==> config.mk <==
export PLATFORM = sky130hd
export DESIGN_NAME = rtt_timer_trigger
export DESIGN_NICKNAME = d
export VERILOG_FILES = /design/src/rtl/rtt_pkg.sv /design/src/rtl/rtt_timer_trigger.sv
export SDC_FILE = /design/constraint.sdc
export NUM_CORES = 1
export LEC_CHECK = 0
export ABC_AREA = 1
export BUFFER_PORTS_ARGS = -buffer_cell sky130_fd_sc_hd__buf_2
export CAP_MARGIN = 20
export CORE_MARGIN = 2
export CORE_UTILIZATION = 60
export DETAILED_ROUTE_END_ITERATION = 6
export PLACE_DENSITY = 0.8
export SLEW_MARGIN = 25
export SYNTH_ARGS = -nofsm -noshare
export SYNTH_HDL_FRONTEND = slang
export SYNTH_SLANG_ARGS = --single-unit
==> constraint.sdc <==
create_clock -name pclk -period 3.4 [get_ports pclk]
set_clock_uncertainty 0.2 [all_clocks]
set_input_delay 0.68 -clock pclk [delete_from_list [all_inputs] [get_ports pclk]]
set_output_delay 0.68 -clock pclk [all_outputs]
set_load 0.01 [all_outputs]
==> src/rtl/rtt_pkg.sv <==
/*
 * Constants shared by the real-time counter block: register offsets,
 * field positions, reset values and cycle counts.
 * Assumes a 40 MHz APB clock and a nominal 32768 Hz counter clock.
 */
`default_nettype none

// ============================================================
// Package
// ============================================================
package rtt_pkg;

  // Register byte offsets on the APB bus.
  localparam logic [7:0] OFS_MATCH = 8'h00;
  localparam logic [7:0] OFS_SUBTICK = 8'h04;
  localparam logic [7:0] OFS_TWO_SEC = 8'h08;
  localparam logic [7:0] OFS_DAY = 8'h0c;
  localparam logic [7:0] OFS_MODE = 8'h10;
  localparam logic [7:0] OFS_FLAG = 8'h14;
  localparam logic [7:0] OFS_SLOWCLK = 8'h18;

  // Mode control fields.
  localparam int MODE_LOAD_UPPER = 7;
  localparam int MODE_LOAD_LOWER = 6;
  localparam int MODE_MATCH_EN = 5;
  localparam int MODE_PERIODIC_EN = 4;
  localparam int MODE_IGNORE_B0 = 3;
  localparam int MODE_SEL_LSB = 0;
  localparam logic [2:0] MODE_SEL_RESET = 3'h2;

  // Flag and control fields.
  localparam int FLAG_MATCH = 7;
  localparam int FLAG_PERIODIC = 6;
  localparam int FLAG_MATCH_CLR = 5;
  localparam int FLAG_PERIODIC_CLR = 4;

  // Slow clock configuration fields.
  localparam int SCK_POWER_ON = 0;
  localparam int SCK_SOURCE_SEL = 1;
  localparam int SCK_TUNE_LSB = 2;
  localparam int SCK_ACTIVE_SRC = 7;
  localparam logic [1:0] SCK_TUNE_RESET = 2'h1;

  // Value after reset of the match register and the counters.
  localparam logic [31:0] MATCH_RESET = 32'h0000_0000;
  localparam logic [15:0] COUNT_RESET = 16'h0000;
  localparam logic [13:0] DAY_RESET = 14'h0000;

  // Two-second units in one day.
  localparam logic [15:0] TWO_SEC_PER_DAY = 16'ha8c0;

  // Shortest periodic interval in counter clock ticks (0.125 s).
  localparam logic [19:0] PERIOD_BASE_TICKS = 20'h01000;

  // Clock source switch must finish within this time.
  localparam int PCLK_HZ = 40_000_000;
  localparam int SWITCH_TIME_NS = 16_000;
  localparam int SWITCH_CYCLES = (SWITCH_TIME_NS / 1000) * (PCLK_HZ / 1_000_000);
  localparam logic [9:0] SWITCH_LIMIT = 10'(SWITCH_CYCLES - 1);

endpackage : rtt_pkg

`default_nettype wire

==> src/rtl/rtt_timer_trigger.sv <==
/*
 * Real-time counter with periodic and match modes, an APB register
 * slave and the slow clock source switch.
 * Assumes two 32 kHz clock pins (internal oscillator and crystal), both
 * asynchronous to pclk, and an APB master on pclk.
 */
`default_nettype none


// ============================================================
// Top module
// ============================================================
module rtt_timer_trigger (
  input wire logic pclk,
  input wire logic presetn,
  input wire logic psel,
  input wire logic penable,
  input wire logic pwrite,
  input wire logic [7:0] paddr,
  input wire logic [31:0] pwdata,
  output logic [31:0] prdata,
  output logic pready,
  output logic pslverr,
  input wire logic internal_osc_clk,
  input wire logic external_slow_crystal,
  output logic crystal_power_on,
  output logic [1:0] crystal_drive_tuning,
  output logic periodic_event_flag,
  output logic match_event_flag
);

  // ============================================================
  // Declarations
  // ============================================================
  logic pready_r;              // Access phase answer, one wait state.
  logic pslverr_r;             // Error answer for an unmapped address.
  logic [31:0] prdata_r;       // Read data captured for the answer.
  logic [31:0] rdata_nxt;      // Read mux output.
  logic addr_ok;               // Address hits a mapped register.
  logic wr_en;                 // Write takes effect this edge.
  logic [31:0] match_r;        // Match and load source value.
  logic [15:0] subtick_r;      // Counter clock ticks.
  logic [15:0] two_sec_r;      // Two-second units.
  logic [13:0] day_r;          // Days.
  logic match_en_r;            // Match mode enable.
  logic periodic_en_r;         // Periodic mode enable.
  logic ignore_b0_r;           // Mask bit 0 in the compare.
  logic [2:0] interval_r;      // Periodic interval code.
  logic periodic_flag_r;       // Sticky periodic event.
  logic match_flag_r;          // Sticky match event.
  logic power_on_r;            // Crystal power control.
  logic source_sel_r;          // Requested source, 1 is crystal.
  logic active_src_r;          // Source actually in use.
  logic [1:0] tune_r;          // Crystal drive tuning.
  logic [9:0] switch_cnt_r;    // Cycles since a switch was requested.
  logic [2:0] osc_sync_r;      // Internal oscillator synchroniser and edge.
  logic [2:0] xtal_sync_r;     // Crystal synchroniser and edge.
  logic tick;                  // One-cycle pulse per counter clock rising edge.
  logic tick_d_r;              // Counters have just advanced.
  logic [19:0] period_cnt_r;   // Ticks within the current interval.
  logic [19:0] period_len;     // Interval length in ticks.
  logic load_upper;            // Upper load strobe written as one.
  logic load_lower;            // Lower load strobe written as one.
  logic flag_wr;               // Write to the flag register.
  logic match_hit;             // Counters equal the match value.

  // ============================================================
  // Helper functions
  // ============================================================

  // Write strobe for one register offset.
  function automatic logic hit(input logic [7:0] a, input logic [7:0] ofs);
    hit = (a == ofs);
  endfunction : hit

  // Compare a counter half with a match half, bit 0 optionally masked.
  function automatic logic half_eq(input logic [15:0] cnt,
                                   input logic [15:0] val,
                                   input logic skip_b0);
    logic [15:0] mask;
    mask = skip_b0 ? 16'hfffe : 16'hffff;
    half_eq = ((cnt & mask) == (val & mask));
  endfunction : half_eq

  // ============================================================
  // APB slave
  // ============================================================

  // The answer comes one cycle into the access phase; a write lands
  // on the same edge that samples pready high.
  assign wr_en = psel & penable & pwrite & pready_r;
  assign addr_ok = (paddr[1:0] == 2'h0) && (paddr <= rtt_pkg::OFS_SLOWCLK);
  assign load_upper = wr_en & hit(paddr, rtt_pkg::OFS_MODE) &
                      pwdata[rtt_pkg::MODE_LOAD_UPPER];
  assign load_lower = wr_en & hit(paddr, rtt_pkg::OFS_MODE) &
                      pwdata[rtt_pkg::MODE_LOAD_LOWER];
  assign flag_wr = wr_en & hit(paddr, rtt_pkg::OFS_FLAG);

  // Read mux; reserved bits and load strobes read as zero.
  always_comb begin
    rdata_nxt = 32'h0000_0000;
    unique case (paddr)
      rtt_pkg::OFS_MATCH: begin
        rdata_nxt = match_r;
      end
      rtt_pkg::OFS_SUBTICK: begin
        rdata_nxt[15:0] = subtick_r;
      end
      rtt_pkg::OFS_TWO_SEC: begin
        rdata_nxt[15:0] = two_sec_r;
      end
      rtt_pkg::OFS_DAY: begin
        rdata_nxt[13:0] = day_r;
      end
      rtt_pkg::OFS_MODE: begin
        rdata_nxt[rtt_pkg::MODE_MATCH_EN] = match_en_r;
        rdata_nxt[rtt_pkg::MODE_PERIODIC_EN] = periodic_en_r;
        rdata_nxt[rtt_pkg::MODE_IGNORE_B0] = ignore_b0_r;
        rdata_nxt[2:0] = interval_r;
      end
      rtt_pkg::OFS_FLAG: begin
        rdata_nxt[rtt_pkg::FLAG_MATCH] = match_flag_r;
        rdata_nxt[rtt_pkg::FLAG_PERIODIC] = periodic_flag_r;
        // Clear controls self-clear, so they read one only when off.
        rdata_nxt[rtt_pkg::FLAG_MATCH_CLR] = ~match_en_r;
        rdata_nxt[rtt_pkg::FLAG_PERIODIC_CLR] = ~periodic_en_r;
      end
      rtt_pkg::OFS_SLOWCLK: begin
        rdata_nxt[rtt_pkg::SCK_POWER_ON] = power_on_r;
        rdata_nxt[rtt_pkg::SCK_SOURCE_SEL] = source_sel_r;
        rdata_nxt[3:2] = tune_r;
        rdata_nxt[rtt_pkg::SCK_ACTIVE_SRC] = active_src_r;
      end
      default: begin
        rdata_nxt = 32'h0000_0000;
      end
    endcase
  end

  // Answer register: pready pulses for one cycle per access phase.
  always_ff @(posedge pclk or negedge presetn) begin
    if (!presetn) begin
      pready_r <= 1'b0;
      pslverr_r <= 1'b0;
      prdata_r <= 32'h0000_0000;
    end else begin
      pready_r <= psel & penable & ~pready_r;
      pslverr_r <= psel & penable & ~pready_r & ~addr_ok;
      prdata_r <= (psel & penable & ~pready_r & ~pwrite) ? rdata_nxt :
                  32'h0000_0000;
    end
  end

  // ============================================================
  // Control registers
  // ============================================================

  // Match value, mode bits and slow clock configuration.
  always_ff @(posedge pclk or negedge presetn) begin
    if (!presetn) begin
      match_r <= rtt_pkg::MATCH_RESET;
      match_en_r <= 1'b0;
      periodic_en_r <= 1'b0;
      ignore_b0_r <= 1'b0;
      interval_r <= rtt_pkg::MODE_SEL_RESET;
      power_on_r <= 1'b0;
      source_sel_r <= 1'b0;
      tune_r <= rtt_pkg::SCK_TUNE_RESET;
    end else if (wr_en) begin
      if (hit(paddr, rtt_pkg::OFS_MATCH)) begin
        match_r <= pwdata;
      end
      if (hit(paddr, rtt_pkg::OFS_MODE)) begin
        match_en_r <= pwdata[rtt_pkg::MODE_MATCH_EN];
        periodic_en_r <= pwdata[rtt_pkg::MODE_PERIODIC_EN];
        ignore_b0_r <= pwdata[rtt_pkg::MODE_IGNORE_B0];
        interval_r <= pwdata[2:0];
      end
      if (hit(paddr, rtt_pkg::OFS_SLOWCLK)) begin
        // Software powers the crystal before selecting it.
        power_on_r <= pwdata[rtt_pkg::SCK_POWER_ON];
        source_sel_r <= pwdata[rtt_pkg::SCK_SOURCE_SEL];
        tune_r <= pwdata[3:2];
      end
    end
  end

  // ============================================================
  // Slow clock pins and source switch
  // ============================================================

  // Two flops per pin before use; the third flop only feeds the edge
  // detector so the first stage is never read by logic.
  always_ff @(posedge pclk or negedge presetn) begin
    if (!presetn) begin
      osc_sync_r <= 3'h0;
      xtal_sync_r <= 3'h0;
    end else begin
      osc_sync_r <= {osc_sync_r[1:0], internal_osc_clk};
      xtal_sync_r <= {xtal_sync_r[1:0], external_slow_crystal};
    end
  end

  // Switch only while both clocks are low, so no edge is lost or
  // doubled; if the old clock has died, force it at the time limit.
  always_ff @(posedge pclk or negedge presetn) begin
    if (!presetn) begin
      active_src_r <= 1'b0;
      switch_cnt_r <= 10'h000;
    end else if (source_sel_r == active_src_r) begin
      switch_cnt_r <= 10'h000;
    end else if ((~osc_sync_r[1] & ~xtal_sync_r[1]) ||
                 (switch_cnt_r == rtt_pkg::SWITCH_LIMIT)) begin
      active_src_r <= source_sel_r;
      switch_cnt_r <= 10'h000;
    end else begin
      switch_cnt_r <= switch_cnt_r + 10'h001;
    end
  end

  // Rising edge of the active source is one counter tick.
  assign tick = active_src_r ? (xtal_sync_r[1] & ~xtal_sync_r[2]) :
                               (osc_sync_r[1] & ~osc_sync_r[2]);

  // ============================================================
  // Time counters
  // ============================================================

  // Sub-tick and two-second counters; a lower load wins over a tick.
  always_ff @(posedge pclk or negedge presetn) begin
    if (!presetn) begin
      subtick_r <= rtt_pkg::COUNT_RESET;
      two_sec_r <= rtt_pkg::COUNT_RESET;
    end else if (load_lower) begin
      two_sec_r <= match_r[31:16];
      subtick_r <= match_r[15:0];
    end else if (tick) begin
      subtick_r <= subtick_r + 16'h0001;
      if (subtick_r == 16'hffff) begin
        if (two_sec_r == rtt_pkg::TWO_SEC_PER_DAY - 16'h0001) begin
          two_sec_r <= rtt_pkg::COUNT_RESET;
        end else begin
          two_sec_r <= two_sec_r + 16'h0001;
        end
      end
    end
  end

  // Day counter; an upper load wins over the day roll-over.
  always_ff @(posedge pclk or negedge presetn) begin
    if (!presetn) begin
      day_r <= rtt_pkg::DAY_RESET;
    end else if (load_upper) begin
      day_r <= match_r[13:0];
    end else if (tick && !load_lower && (subtick_r == 16'hffff) &&
                 (two_sec_r == rtt_pkg::TWO_SEC_PER_DAY - 16'h0001)) begin
      day_r <= day_r + 14'h0001;
    end
  end

  // ============================================================
  // Periodic mode
  // ============================================================

  assign period_len = rtt_pkg::PERIOD_BASE_TICKS << interval_r;

  // Interval counter restarts whenever the mode is off.
  always_ff @(posedge pclk or negedge presetn) begin
    if (!presetn) begin
      period_cnt_r <= 20'h00000;
    end else if (!periodic_en_r) begin
      period_cnt_r <= 20'h00000;
    end else if (tick) begin
      if (period_cnt_r >= period_len - 20'h00001) begin
        period_cnt_r <= 20'h00000;
      end else begin
        period_cnt_r <= period_cnt_r + 20'h00001;
      end
    end
  end

  // Sticky flag; an interval end in the clear cycle still sets it.
  always_ff @(posedge pclk or negedge presetn) begin
    if (!presetn) begin
      periodic_flag_r <= 1'b0;
    end else if (periodic_en_r && tick &&
                 (period_cnt_r >= period_len - 20'h00001)) begin
      periodic_flag_r <= 1'b1;
    end else if (flag_wr && periodic_en_r &&
                 pwdata[rtt_pkg::FLAG_PERIODIC_CLR]) begin
      periodic_flag_r <= 1'b0;
    end
  end

  // ============================================================
  // Match mode
  // ============================================================

  // Compare only just after the counters move, so a clear is not
  // undone for the rest of a tick in which they still match.
  assign match_hit = half_eq(two_sec_r, match_r[31:16], 1'b0) &&
                     half_eq(subtick_r, match_r[15:0], ignore_b0_r);

  // Delayed tick marks the cycle with freshly updated counters.
  always_ff @(posedge pclk or negedge presetn) begin
    if (!presetn) begin
      tick_d_r <= 1'b0;
    end else begin
      tick_d_r <= tick & ~load_lower;
    end
  end

  // Sticky match flag; set wins over a clear in the same cycle.
  always_ff @(posedge pclk or negedge presetn) begin
    if (!presetn) begin
      match_flag_r <= 1'b0;
    end else if (match_en_r && tick_d_r && match_hit) begin
      match_flag_r <= 1'b1;
    end else if (flag_wr && match_en_r &&
                 pwdata[rtt_pkg::FLAG_MATCH_CLR]) begin
      match_flag_r <= 1'b0;
    end
  end

  // ============================================================
  // Outputs
  // ============================================================

  assign prdata = prdata_r;
  assign pready = pready_r;
  assign pslverr = pslverr_r;
  assign crystal_power_on = power_on_r;
  assign crystal_drive_tuning = tune_r;
  assign periodic_event_flag = periodic_flag_r;
  assign match_event_flag = match_flag_r;

endmodule : rtt_timer_trigger

`default_nettype wire

==> results.json <==
{
  "status": "finished, final reports clean",
  "hold_viol": 0,
  "maxCapViolations": 0,
  "tightest_slew_ps": 741,
  "cts.sinks": 162,
  "drc": 0,
  "syn_area_per_cell_um2": 7.31,
  "dp.cells": 1557,
  "setup_viol": 0,
  "dieArea_um2": 16800,
  "setup_ws_ps": 303,
  "synthAdderAreaFrac_pct": 1.85,
  "netlist-cell-type-count": 44,
  "final.min_clock_period_ps": 3100,
  "synthXorXnorAreaFrac_pct": 5.01,
  "synth_top_area_share_pct": 42.4,
  "synthFlopType": "dfrtp_1",
  "die_h_um": 129,
  "grt_pass1_vias": 8322,
  "cp.arrival_ps": 3230,
  "fin_util_pct": 69.3,
  "cts_tree": "built",
  "path_buf_inv": 5,
  "leakagePower_nw": 5.17,
  "clock_latency_ps": 440,
  "post-place-ws_ps": 291,
  "stdcell_count": 1589,
  "synth.largest_area_cell": "dfrtp_1",
  "viasPerCell": 5.60,
  "cts_buffers": 17,
  "drt-pass1-iter-count": 6,
  "post_cts_buffers": 0,
  "yosys.area_share.simple_pct": 32.7,
  "critical_path_required_ps": 3530,
  "slowest_delay_ps": 580,
  "syn_area_um2": 9450,
  "synth_top_family_by_area": "simple AND/OR/NAND/NOR gates",
  "die_w_um": 129,
  "clk_path_buf_depth": 2,
  "hold_class": "input pin to flip-flop",
  "fmax_ghz": 0.323,
  "ant_nets": 0,
  "synth_compound_area_share_pct": 8.97,
  "ys_async_sr_fraction_pct": 100,
  "io_buffers": 85,
  "antenna_cells": 0,
  "setup.worst_path.start_class": "flip-flop",
  "core_area_um2": 15300,
  "peakVddDrop_v": 0.000429,
  "ys_seq_area_share_pct": 42.9,
  "start_util_pct": 61.7,
  "gr-usage-all-layers_pct": 32.5,
  "htreeDepth": 4,
  "rsz0062_at_grt": "no",
  "synth_area_leaders": "dfrtp_1 42%, nand2_1 16%, nor2_1 5.7%",
  "crit_fanout": 17,
  "grt_overflow": 0,
  "place.gp.congestion": 0.977,
  "layout-drive-gt1-share_pct": 12.2,
  "synthToLayoutAreaGrowth_pct": 12.4,
  "synthCells": 1292,
  "powerDensity_nw_per_um2": 402,
  "root_buffer": "clkbuf_16",
  "fp-row-count": 45,
  "grt_antenna_before_repair": 0,
  "vias": 8894,
  "synth_edf_count": 0,
  "tns_ps": 0,
  "slew_violations": 0,
  "grt_max_degree": 77,
  "end_kind": "flip-flop",
  "routedWlPerCell_um": 16.3,
  "grt_pass1_wl_um": 42000,
  "crit_family": "simple AND/OR/NAND/NOR gates",
  "nFillCells": 1318,
  "worstSetupPathType": "flip-flop to flip-flop",
  "wl_um": 25800,
  "slowest_stage": "dfstp_2",
  "cts.clk_slew.worst_paths_ps": 70,
  "yosys_warnings": 0,
  "nets": 1427,
  "ios": 86,
  "critPathMostFrequentCell": "nand2_1",
  "slew_headroom_pct": 50.0,
  "cp_cell_sequence": "nor2_1 > inv_1 > nor2_1 > inv_1 > ha_1 > inv_1 > a211oi_2 > nand2_1 > xnor2_1 > ha_1 > nand2_1 > nor2_1 > nand4_1 > nor2_1 > nor2_2 > nand2_1 > buf_4 > inv_1 > nand2_1 > nand2_1",
  "hpwl_um": 18600,
  "synthMuxAreaShare_pct": 0.596,
  "ys_seq_elements": 162,
  "period_share_pct": 91.1,
  "syn_nets": 1353,
  "drtIter0Drc": 969
}
## worst reg2reg max path, stage by stage (launching register included)
cell and delay, ps:
dfstp_2 580, nor2_1 50, inv_1 90, nor2_1 60, inv_1 60, ha_1 170, inv_1 80, a211oi_2 240
nand2_1 100, xnor2_1 140, ha_1 270, nand2_1 70, nor2_1 150, nand4_1 110, nor2_1 140, nor2_2 70
nand2_1 50, buf_4 200, inv_1 80, nand2_1 60, nand2_1 40
## final timing paths
| kind | start | cells past startpoint | slack (ps) | endpoint |
|---|---|---|---|---|
| min reg2reg | xtal_sync_r[0] | 0 | 150 | xtal_sync_r[1] |
| max | interval_r[1] | 20 | 300 | period_cnt_r[1] |
| max reg2reg | interval_r[1] | 20 | 300 | period_cnt_r[1] |
| min in group asynchronous | presetn | 2 | 530 | day_r[13] |
| max in group asynchronous | presetn | 3 | 1600 | prdata[30] |
| min | internal_osc_clk | 1 | 140 | osc_sync_r[0] |
## stage by stage
| step | area, um2 | power [W] | hold WS, ps |
|---|---|---|---|
| 4_1_cts | 10600 | 0.00428 | 133 |
| 6_report | 10600 | 0.00427 | 142 |
| 2_1_floorplan | 9450 | 0.00218 | 131 |
| 3_3_place_gp | 10000 | 0.00229 | 132 |
| 5_1_grt | 10600 | 0.00442 | 130 |
| 3_5_place_dp | 10000 | 0.00230 | 136 |
## kinds of logic (layout without fill, tap and decap cells)
kind of cell | after synthesis | count (layout)
other | 1 | 1
adder cells (fa/ha/maj) | 14 | 14
multiplexers | 5 | 5
buffers and inverters | 175 | 261
XOR/XNOR | 54 | 54
flip-flops | 162 | 162
AO/OA/AOI/OAI | 155 | 155
AND/OR/NAND/NOR | 726 | 726
## cell usage in the layout, fill, tap and decap left out, types with 17 or more instances in the layout
master | synthesis | layout
nor2_1 | 144 | 144
nand2_1 | 412 | 411
inv_1 | 125 | 125
o21ai_0 | 94 | 94
nand4_1 | 18 | 18
a21oi_1 | 34 | 34
xor2_1 | 39 | 39
dfrtp_1 | 160 | 160
nand3_1 | 94 | 94
nor3_1 | 30 | 30
buf_2 | 20 | 84
clkbuf_16 | 0 | 17
## timing repair
action / 4_1_cts / 5_1_grt
endpoints found under the hold margin: 44 / 0
endpoints found under the setup margin: 0 / 2
gates resized for setup: 0 / 1
hold buffers: 1 / 0
## cells in the mapped netlist, types with 2 or more instances
master,number
mux2_2,5
xor2_1,39
nand2_1,412
or2_2,5
o21bai_1,2
inv_2,5
clkbuf_1,8
nor2_4,3
buf_6,6
inv_1,125
clkinv_1,3
a31oi_1,3
a21oi_1,34
o21ai_0,94
nand2_4,3
nand3_4,2
nor2_1,144
nand2_2,2
o22ai_1,3
dfrtp_1,160
nor3_1,30
ha_1,14
nand4_1,18
dfstp_2,2
o211ai_1,10
nor2_2,6
clkbuf_2,3
buf_2,20
xnor2_1,15
o21ai_1,4
nand3_1,94
buf_4,4
nand3b_1,3
## state kept, by name (all words and copies together) (netlist names), 2 cells and up
name,flops
match_r,32
prdata,32
period_cnt_r,20
subtick_r,16
two_sec_r,16
day_r,14
switch_cnt_r,10
interval_r,3
osc_sync_r,3
xtal_sync_r,3
crystal_drive_tuning,2
## layer usage
layer / up-vias / GRT usage (%) / part of all wire (%)
met5: - / 0 / 0
met4: 0 / 11.4 / 2.4
met3: 49 / 4.67 / 7.1
met2: 397 / 52.1 / 47
met1: 4193 / 45.6 / 44
li1: 4255 / - / -
## power breakdown
group / total [W] / internal (W) / switching [W]
Sequential: 0.00201 / 0.00196 / 0.0000504
Clock: 0.00200 / 0.00113 / 0.000878
Combinational: 0.000252 / 0.0000878 / 0.000164
Total: 0.00427 / 0.00318 / 0.00109
## final cells by class
cell class / count / area (um2) / share of cell area (%)
multi-input combinational: 955 / 4650 / 43.8
sequential: 162 / 4060 / 38.2
timing repair buffer: 97 / 549 / 5.17
inverter: 133 / 499 / 4.70
clock buffer: 18 / 439 / 4.14
tap: 211 / 264 / 2.49
clock inverter: 13 / 160 / 1.51
(Power assumes the default switching activity.)
